$ cat src/retbit_pkg.sv
package retbit_pkg;

    // ************************************************************
    // Instruction encodings
    // ************************************************************
    localparam logic [9:0] OP_INT_RETURN  = 10'h046;
    localparam logic [9:0] OP_SUB_RET_SKP = 10'h045;
    localparam logic [9:0] OP_CLR_UPPER   = 10'h058;
    localparam logic [9:0] OP_SET_UPPER   = 10'h059;
    localparam logic [9:0] OP_SET_BIT     = 10'h05C;
    localparam logic [9:0] OP_SET_BIT_MSK = 10'h3FC;
    localparam logic [9:0] OP_TABLE_REF   = 10'h080;
    localparam logic [9:0] OP_TABLE_MSK   = 10'h3C0;

    // ************************************************************
    // Register offsets and fields
    // ************************************************************
    localparam logic [3:0] REG_CTRL      = 4'h0;
    localparam logic [3:0] REG_STACK_PTR = 4'h1;
    localparam logic [3:0] REG_PC        = 4'h2;
    localparam logic [3:0] REG_STACK     = 4'h3;
    localparam logic [3:0] REG_DATA_PTR  = 4'h4;
    localparam logic [3:0] REG_ACC       = 4'h5;
    localparam logic [3:0] REG_MEM       = 4'h6;

    localparam int CTRL_UPPER_BIT = 0;
    localparam int CTRL_SKIP_BIT  = 1;
    localparam int CTRL_NOPM_BIT  = 2;
    localparam int DATA_PTR_Y_LSB = 0;
    localparam int DATA_PTR_X_LSB = 4;
    localparam int DATA_PTR_Z_LSB = 8;
    localparam int ACC_A_LSB      = 0;
    localparam int ACC_B_LSB      = 4;
    localparam int ACC_CARRY_BIT  = 8;

    localparam logic [15:0] RDATA_UNMAPPED = 16'h0000;
    localparam logic        UPPER_RESET    = 1'b0;

    // ************************************************************
    // Context saved at interrupt entry
    // ************************************************************
    typedef struct packed {
        logic [1:0] z;
        logic [3:0] x;
        logic [3:0] y;
        logic       carry;
        logic       skip;
        logic       nopm;
        logic [3:0] a;
        logic [3:0] b;
    } ctx_t;

    localparam ctx_t CTX_RESET = '0;

    typedef enum logic { RET_SUB_SKIP, RET_INT } ret_kind_t;

endpackage

$ cat src/ctx_bank.sv
`timescale 1ns/10ps

module ctx_bank
(
    input  wire logic              clk_in,   // Core clock.
    input  wire logic              rst_in,   // Synchronous reset.
    input  wire logic              save_in,  // Capture pulse.
    input  wire retbit_pkg::ctx_t  live_in,  // Current context.
    output retbit_pkg::ctx_t       saved_out // Held context.
);

    retbit_pkg::ctx_t saved_r;

    // One level is enough: interrupts do not nest on this core.
    always_ff @(posedge clk_in)
    begin
        if (rst_in)
            saved_r <= retbit_pkg::CTX_RESET;
        else if (save_in)
            saved_r <= live_in;
    end

    assign saved_out = saved_r;

endmodule

$ cat src/retbit_core.sv
`timescale 1ns/10ps

module retbit_core
#(
    parameter int PC_W        = 13,
    parameter int STACK_PTR_W = 3,
    parameter int MEM_AW      = 6
)
(
    input  wire logic              CLOCK_IN,        // Core clock.
    input  wire logic              RESET_IN,        // Sync reset, high.
    input  wire logic [9:0]        INSTR_IN,        // Instruction word.
    input  wire logic              INSTR_VALID_IN,  // Instruction present.
    output logic                   INSTR_READY_OUT, // Ready for next word.
    input  wire logic [9:0]        TABLE_DATA_IN,   // ROM reference data.
    input  wire logic              CTX_SAVE_IN,     // Interrupt entry pulse.
    input  wire logic [3:0]        REG_ADDR_IN,     // Register address.
    input  wire logic [15:0]       REG_WDATA_IN,    // Register write data.
    input  wire logic              REG_WR_IN,       // Write strobe.
    input  wire logic              REG_RD_IN,       // Read strobe.
    output logic [15:0]            REG_RDATA_OUT,   // Read data, next cycle.
    output logic [PC_W-1:0]        PC_OUT,          // Program counter.
    output logic [1:0]             TABLE_HI_OUT,    // Upper table bits.
    output logic                   CARRY_OUT        // Carry flag.
);

    // ************************************************************
    // State
    // ************************************************************
    typedef enum logic [1:0] { ST_FETCH, ST_RET } state_t;

    state_t                 state_r;
    retbit_pkg::ret_kind_t  ret_kind_r;
    logic [PC_W-1:0]        pc_r;
    logic [STACK_PTR_W-1:0] stack_ptr_r;
    logic [PC_W-1:0]        stack_r [2**STACK_PTR_W];
    logic [3:0]             mem_r [2**MEM_AW];
    logic [3:0]             x_r;
    logic [3:0]             y_r;
    logic [1:0]             z_r;
    logic [3:0]             a_r;
    logic [3:0]             b_r;
    logic                   carry_r;
    logic                   ready_r;
    logic                   skip_r;
    logic                   nopm_r;
    logic                   upper_r;
    logic [1:0]             table_hi_r;
    logic [15:0]            rdata_r;
    retbit_pkg::ctx_t       live_ctx;
    retbit_pkg::ctx_t       saved_ctx;

    // ************************************************************
    // Decode
    // ************************************************************
    wire take     = INSTR_VALID_IN && ready_r;
    wire exec     = take && !skip_r;
    wire is_iret  = INSTR_IN == retbit_pkg::OP_INT_RETURN;
    wire is_rts   = INSTR_IN == retbit_pkg::OP_SUB_RET_SKP;
    wire is_clru  = INSTR_IN == retbit_pkg::OP_CLR_UPPER;
    wire is_setu  = INSTR_IN == retbit_pkg::OP_SET_UPPER;
    wire is_setb  = (INSTR_IN & retbit_pkg::OP_SET_BIT_MSK)
                    == retbit_pkg::OP_SET_BIT;
    wire is_tab   = (INSTR_IN & retbit_pkg::OP_TABLE_MSK)
                    == retbit_pkg::OP_TABLE_REF;
    wire is_ret   = is_iret || is_rts;

    wire [MEM_AW-1:0]      mem_idx  = MEM_AW'({z_r, x_r, y_r});
    wire [3:0]             mem_rd   = mem_r[mem_idx];
    wire [3:0]             bit_mask = 4'h1 << INSTR_IN[1:0];
    wire [PC_W-1:0]        ret_pc   = stack_r[stack_ptr_r];
    wire [PC_W-1:0]        pc_inc   = PC_W'(pc_r + 1'b1);
    wire [STACK_PTR_W-1:0] ptr_dec  = STACK_PTR_W'(stack_ptr_r - 1'b1);

    wire wr_ctrl  = REG_WR_IN && (REG_ADDR_IN == retbit_pkg::REG_CTRL);
    wire wr_ptr   = REG_WR_IN && (REG_ADDR_IN == retbit_pkg::REG_STACK_PTR);
    wire wr_pc    = REG_WR_IN && (REG_ADDR_IN == retbit_pkg::REG_PC);
    wire wr_stack = REG_WR_IN && (REG_ADDR_IN == retbit_pkg::REG_STACK);
    wire wr_dptr  = REG_WR_IN && (REG_ADDR_IN == retbit_pkg::REG_DATA_PTR);
    wire wr_acc   = REG_WR_IN && (REG_ADDR_IN == retbit_pkg::REG_ACC);
    wire wr_mem   = REG_WR_IN && (REG_ADDR_IN == retbit_pkg::REG_MEM);

    wire [15:0] rd_ctrl = 16'({nopm_r, skip_r, upper_r});
    wire [15:0] rd_dptr = 16'({z_r, x_r, y_r});
    wire [15:0] rd_acc  = 16'({carry_r, b_r, a_r});
    wire [15:0] rd_mux  =
        (REG_ADDR_IN == retbit_pkg::REG_CTRL)      ? rd_ctrl :
        (REG_ADDR_IN == retbit_pkg::REG_STACK_PTR) ? 16'(stack_ptr_r) :
        (REG_ADDR_IN == retbit_pkg::REG_PC)        ? 16'(pc_r) :
        (REG_ADDR_IN == retbit_pkg::REG_STACK)     ? 16'(ret_pc) :
        (REG_ADDR_IN == retbit_pkg::REG_DATA_PTR)  ? rd_dptr :
        (REG_ADDR_IN == retbit_pkg::REG_ACC)       ? rd_acc :
        (REG_ADDR_IN == retbit_pkg::REG_MEM)       ? 16'(mem_rd) :
        retbit_pkg::RDATA_UNMAPPED;

    assign live_ctx = '{z: z_r, x: x_r, y: y_r, carry: carry_r,
                        skip: skip_r, nopm: nopm_r, a: a_r, b: b_r};

    ctx_bank u_ctx
    (
        .clk_in    (CLOCK_IN),
        .rst_in    (RESET_IN),
        .save_in   (CTX_SAVE_IN),
        .live_in   (live_ctx),
        .saved_out (saved_ctx)
    );

    // ************************************************************
    // Sequencer and program counter
    // ************************************************************
    always_ff @(posedge CLOCK_IN)
    begin
        if (RESET_IN)
        begin
            state_r     <= ST_FETCH;
            ready_r     <= 1'b1;
            ret_kind_r  <= retbit_pkg::RET_SUB_SKIP;
            pc_r        <= '0;
            stack_ptr_r <= '0;
        end
        else
        begin
            if (wr_ptr)
                stack_ptr_r <= STACK_PTR_W'(REG_WDATA_IN);
            if (wr_pc)
                pc_r <= PC_W'(REG_WDATA_IN);
            if (take)
                pc_r <= pc_inc;
            if (exec && is_ret)
            begin
                state_r    <= ST_RET;
                ready_r    <= 1'b0;
                ret_kind_r <= is_iret ? retbit_pkg::RET_INT
                                      : retbit_pkg::RET_SUB_SKIP;
            end
            if (state_r == ST_RET)
            begin
                state_r     <= ST_FETCH;
                ready_r     <= 1'b1;
                pc_r        <= ret_pc;
                stack_ptr_r <= ptr_dec;
            end
        end
    end

    always_ff @(posedge CLOCK_IN)
    begin
        if (wr_stack)
            stack_r[stack_ptr_r] <= PC_W'(REG_WDATA_IN);
    end

    // ************************************************************
    // Data pointer, accumulator and flags
    // ************************************************************
    // Execution has the last word over a register write in the same cycle.
    always_ff @(posedge CLOCK_IN)
    begin
        if (RESET_IN)
        begin
            {z_r, x_r, y_r} <= '0;
            {carry_r, b_r, a_r} <= '0;
            skip_r     <= 1'b0;
            nopm_r     <= 1'b0;
            upper_r    <= retbit_pkg::UPPER_RESET;
            table_hi_r <= 2'h0;
        end
        else
        begin
            if (wr_ctrl)
            begin
                upper_r <= REG_WDATA_IN[retbit_pkg::CTRL_UPPER_BIT];
                skip_r  <= REG_WDATA_IN[retbit_pkg::CTRL_SKIP_BIT];
                nopm_r  <= REG_WDATA_IN[retbit_pkg::CTRL_NOPM_BIT];
            end
            if (wr_dptr)
            begin
                y_r <= REG_WDATA_IN[retbit_pkg::DATA_PTR_Y_LSB +: 4];
                x_r <= REG_WDATA_IN[retbit_pkg::DATA_PTR_X_LSB +: 4];
                z_r <= REG_WDATA_IN[retbit_pkg::DATA_PTR_Z_LSB +: 2];
            end
            if (wr_acc)
            begin
                a_r     <= REG_WDATA_IN[retbit_pkg::ACC_A_LSB +: 4];
                b_r     <= REG_WDATA_IN[retbit_pkg::ACC_B_LSB +: 4];
                carry_r <= REG_WDATA_IN[retbit_pkg::ACC_CARRY_BIT];
            end
            if (take && skip_r)
                skip_r <= 1'b0;
            if (exec && is_clru)
                upper_r <= 1'b0;
            if (exec && is_setu)
                upper_r <= 1'b1;
            if (exec && is_tab)
            begin
                a_r        <= TABLE_DATA_IN[3:0];
                b_r        <= TABLE_DATA_IN[7:4];
                table_hi_r <= upper_r ? TABLE_DATA_IN[9:8] : 2'h0;
            end
            if (state_r == ST_RET && ret_kind_r == retbit_pkg::RET_SUB_SKIP)
                skip_r <= 1'b1;
            if (state_r == ST_RET && ret_kind_r == retbit_pkg::RET_INT)
            begin
                {z_r, x_r, y_r} <= {saved_ctx.z, saved_ctx.x, saved_ctx.y};
                a_r     <= saved_ctx.a;
                b_r     <= saved_ctx.b;
                carry_r <= saved_ctx.carry;
                skip_r  <= saved_ctx.skip;
                nopm_r  <= saved_ctx.nopm;
            end
        end
    end

    // ************************************************************
    // Data memory
    // ************************************************************
    always_ff @(posedge CLOCK_IN)
    begin
        if (wr_mem)
            mem_r[mem_idx] <= REG_WDATA_IN[3:0];
        if (exec && is_setb)
            mem_r[mem_idx] <= mem_rd | bit_mask;
    end

    // ************************************************************
    // Register read port
    // ************************************************************
    always_ff @(posedge CLOCK_IN)
    begin
        if (RESET_IN)
            rdata_r <= retbit_pkg::RDATA_UNMAPPED;
        else if (REG_RD_IN)
            rdata_r <= rd_mux;
        else
            rdata_r <= retbit_pkg::RDATA_UNMAPPED;
    end

    assign INSTR_READY_OUT = ready_r;
    assign REG_RDATA_OUT   = rdata_r;
    assign PC_OUT          = pc_r;
    assign TABLE_HI_OUT    = table_hi_r;
    assign CARRY_OUT       = carry_r;
endmodule

$ cat config.mk
export PLATFORM = sky130hd
export DESIGN_NAME = retbit_core
export DESIGN_NICKNAME = d
export VERILOG_FILES = /design/src/retbit_pkg.sv /design/src/ctx_bank.sv /design/src/retbit_core.sv
export SDC_FILE = /design/constraint.sdc
export NUM_CORES = 1
export LEC_CHECK = 0
export BUFFER_PORTS_ARGS = -buffer_cell sky130_fd_sc_hd__buf_2
export CAP_MARGIN = 30
export CORE_AREA = 5 5 307 219
export DETAILED_ROUTE_END_ITERATION = 8
export DIE_AREA = 0 0 312 224
export PLACE_DENSITY = 0.48
export SLEW_MARGIN = 20
export SYNTH_ARGS = -nofsm -noshare
export SYNTH_HDL_FRONTEND = slang
export SYNTH_HIERARCHICAL = 1
export SYNTH_SLANG_ARGS = --single-unit
$ cat constraint.sdc
create_clock -name CLOCK_IN -period 7 [get_ports CLOCK_IN]
set_input_delay 1.75 -clock CLOCK_IN [delete_from_list [all_inputs] [get_ports CLOCK_IN]]
set_output_delay 1.75 -clock CLOCK_IN [all_outputs]
set_load 0.02 [all_outputs]
==> key figures <==
CTS
  – CTS tree: yes
  – Clk_lat worst skew: 560 ps
  – Clk buf depth: 3
  – CTS Buf Count: 44
  – Hold Buf Count CTS: 0
  – Root Buffer Master: clkbuf_16
  – Post-CTS Setup Inserts: 0
  – CTS HTree Levels: 2
  – Clock Pin Slew Worst Setup and Hold Paths: 60 ps
  – Resized cells post-CTS: 0
  – Clock sink total: 446

Placed design
  – # port buffers: 72
  – Routability-driven placement congestion ratio: 0.818
  – Dpl hpwl: 33.3 mm

GRT
  – Total GRT Usage: 0.139
  – Initial antenna violation count: 2
  – First-pass GRT wire length: 72.9 mm
  – Pin count of the biggest net entering global routing: 65
  – Remaining Overflow, GRT: 0
  – Vias in the first global route: 10.3k

Critical path
  – Kind of critical path: input pin to flip-flop
  – Crit path DAT: 4870 ps
  – Setup crit start kind: input pin
  – CP endpoint kind: flip-flop
  – Reg-to-reg setup timing slack: 2630 ps
  – CP required: 7210 ps
  – Worst Path Max Fanout: 10

Timing
  – Final setup fails: 0
  – Setup Skew: 26.9 ps
  – Min Hold Slack: 476 ps
  – RSZ-0062 raised after global routing: false
  – Slew @ Worst Pin: 990 ps
  – Number of hold violations in the final report: 0
  – Rel. slew slack: 0.337
  – Final TNS setup: 0 ps
  – Slew Viols, Final: 0
  – Max Clock Freq: 215 MHz
  – Period minus WS final: 4650 ps
  – Crit share post-route: 0.665

Synth
  – Mean Syn Cell Area: 15.7 um2
  – Synth Instances: 1168
  – Post-synth EDFFs: 360
  – Synth cell types: 67
  – Post-synthesis sequential area ratio: 0.683
  – Number of synthesis warnings: 6
  – FF+latch count, synth: 446
  – Netlist Area Pre-Place: 18400 um2
  – Synth Flop Type: edfxtp_1
  – Post-synthesis async set-or-reset flop share: 0

Floorplanning
  – Area of the core: 64000 um2
  – Die footprint: 69900 um2
  – IO Count: 79
  – Die Y: 224 um
  – Die X-Extent: 312 um
  – Starting Density: 0.287
  – Std cell rows: 78

Power and ir drop
  – Power Total: 5.47 mW
  – Peak VDD IR: 152 uV
  – Power Density: 258 nW/um2
  – Leak Pwr: 6.80 nW

Worst hold path
  – HP Class: flip-flop to flip-flop

Finish
  – Final nets: 1285
  – Util after Layout: 0.331
  – Most frequent cells in the layout: edfxtp_1 (360), nor2_1 (169), mux4_2 (91), dfxtp_1 (83), buf_2 (72)
  – Most common cell after layout, fill and taps aside: edfxtp_1
  – Fill count: 6223
  – Sequential cell area: 12500 um2
  – Area Growth Syn to Fin: 15.4%
  – Area occupied by multi-input gates: 5480 um2
  – Ratio of cells with drive above 1 in the final layout: 0.237
  – # diodes: 0

Drt
  – Number of vias per cell: 5.11
  – Total number of vias: 10.8k
  – Initial DRT Pass Iterations: 6
  – Routed Antenna Nets: 0
  – Residual DRC: 0
  – WL per Instance: 23.6 um
  – Routed wire length: 49.8 mm
  – DR iter-0 viols: 1185

Flow run
  – Max-cap viol count: 0

Outcome
  – Status: finished, final reports clean
-- per-layer routing --
metal | up-vias | routed length (um) | share of wire | GRT usage
li1 | 4721 | - | - | -
met1 | 5597 | 25400 | 0.51 | 0.228
met2 | 428 | 19400 | 0.39 | 0.181
met3 | 50 | 4430 | 0.089 | 0.0378
met4 | 0 | 615 | 0.012 | 0.0240
met5 | - | 0 | 0 | 0
-- path summary, 6_finish.rpt --
check / from / to / cells past startpoint
setup / recovery: INSTR_IN[7] / mem_r[40][3] / 7
hold / removal: TABLE_HI_OUT[0] / TABLE_HI_OUT[0] / 2
setup reg to reg: flip-flop / mem_r[19][2] / 8
hold reg to reg: TABLE_HI_OUT[0] / TABLE_HI_OUT[0] / 2
-- critical path, cell delays in order --
cell and delay [ps]:
buf_2 100, or3b_1 420, nor4_1 330, and3_1 590, a41o_1 460, nand3b_1 650
nor2_1 560
-- cells by family after synthesis --
kind of cell / Yosys count / synth area share
adders and majority gates: 2 / 0.00136
DFF: 446 / 0.683
buffers and inverters: 91 / 0.0228
xor gates and xnor gates: 8 / 0.00382
AOI/OAI and AO/OA: 155 / 0.0593
muxes: 162 / 0.152
other: 1 / 0.000204
and+or+nand+nor: 303 / 0.0779
-- report_power, final --
part | total (mW) | switching, mW | internal [mW]
Combinational | 0.208 | 0.142 | 0.0662
Clock | 2.37 | 1.01 | 1.36
Sequential | 2.89 | 0.0202 | 2.87
-- final cells by class --
| class | instances | area share |
|---|---|---|
| Tap cell | 840 | 0.0496 |
| Inverter | 11 | 0.00195 |
| Multi-Input combinational cell | 633 | 0.259 |
| Clock buffer | 58 | 0.0570 |
| Timing Repair Buffer | 101 | 0.0302 |
| Sequential cell | 446 | 0.592 |
| Clock inverter | 23 | 0.00993 |
-- state kept, by name (all words and copies together), names as in the netlist, 3 cells and up, named ones only --
name,cells
stack_r,104
mem_r,256
stack_ptr_r,3
x_r,4
PC_OUT,13
y_r,4
REG_RDATA_OUT,13
u_ctx/saved_out,21
b_r,4
a_r,4
-- Yosys cell counts (all sizes together), types with 5 or more instances --
| master | count | area [um2] |
|---|---|---|
| and3 | 6 | 37.5 |
| and4 | 5 | 43.8 |
| nand2b | 21 | 131 |
| clkbuf | 52 | 196 |
| nand2 | 21 | 78.8 |
| mux4 | 91 | 2050 |
| edfxtp | 360 | 10800 |
| xnor2 | 5 | 43.8 |
| dfxtp | 86 | 1720 |
| nor2 | 174 | 653 |
| nand3b | 6 | 45.0 |
| o22ai | 5 | 31.3 |
| a2111oi | 7 | 61.3 |
| inv | 11 | 41.3 |
| nor3 | 16 | 80.1 |
| a22oi | 25 | 188 |
| a31oi | 6 | 37.5 |
| nor4 | 6 | 43.8 |
| nor2b | 6 | 37.5 |
| or3b | 5 | 43.8 |
| buf | 28 | 181 |
| mux2 | 18 | 203 |
| mux2i | 53 | 531 |
| nand3 | 18 | 90.1 |
| a211oi | 39 | 293 |
| a21oi | 34 | 170 |
| o21ai | 11 | 55.1 |
-- stage by stage --
| step | instance area (um2) | setup WS (ps) | cells |
|---|---|---|---|
| after global routing | 21200 | 2200 | 2112 |
| final | 21200 | 2350 | 2112 |
| after CTS | 21100 | 2340 | 2109 |
| after floorplan | 18400 | 1790 | 1170 |
| after detailed placement | 19700 | 1740 | 2028 |
| after global placement | 19600 | 1930 | 2023 |
Power figures use the tool's default switching activity.
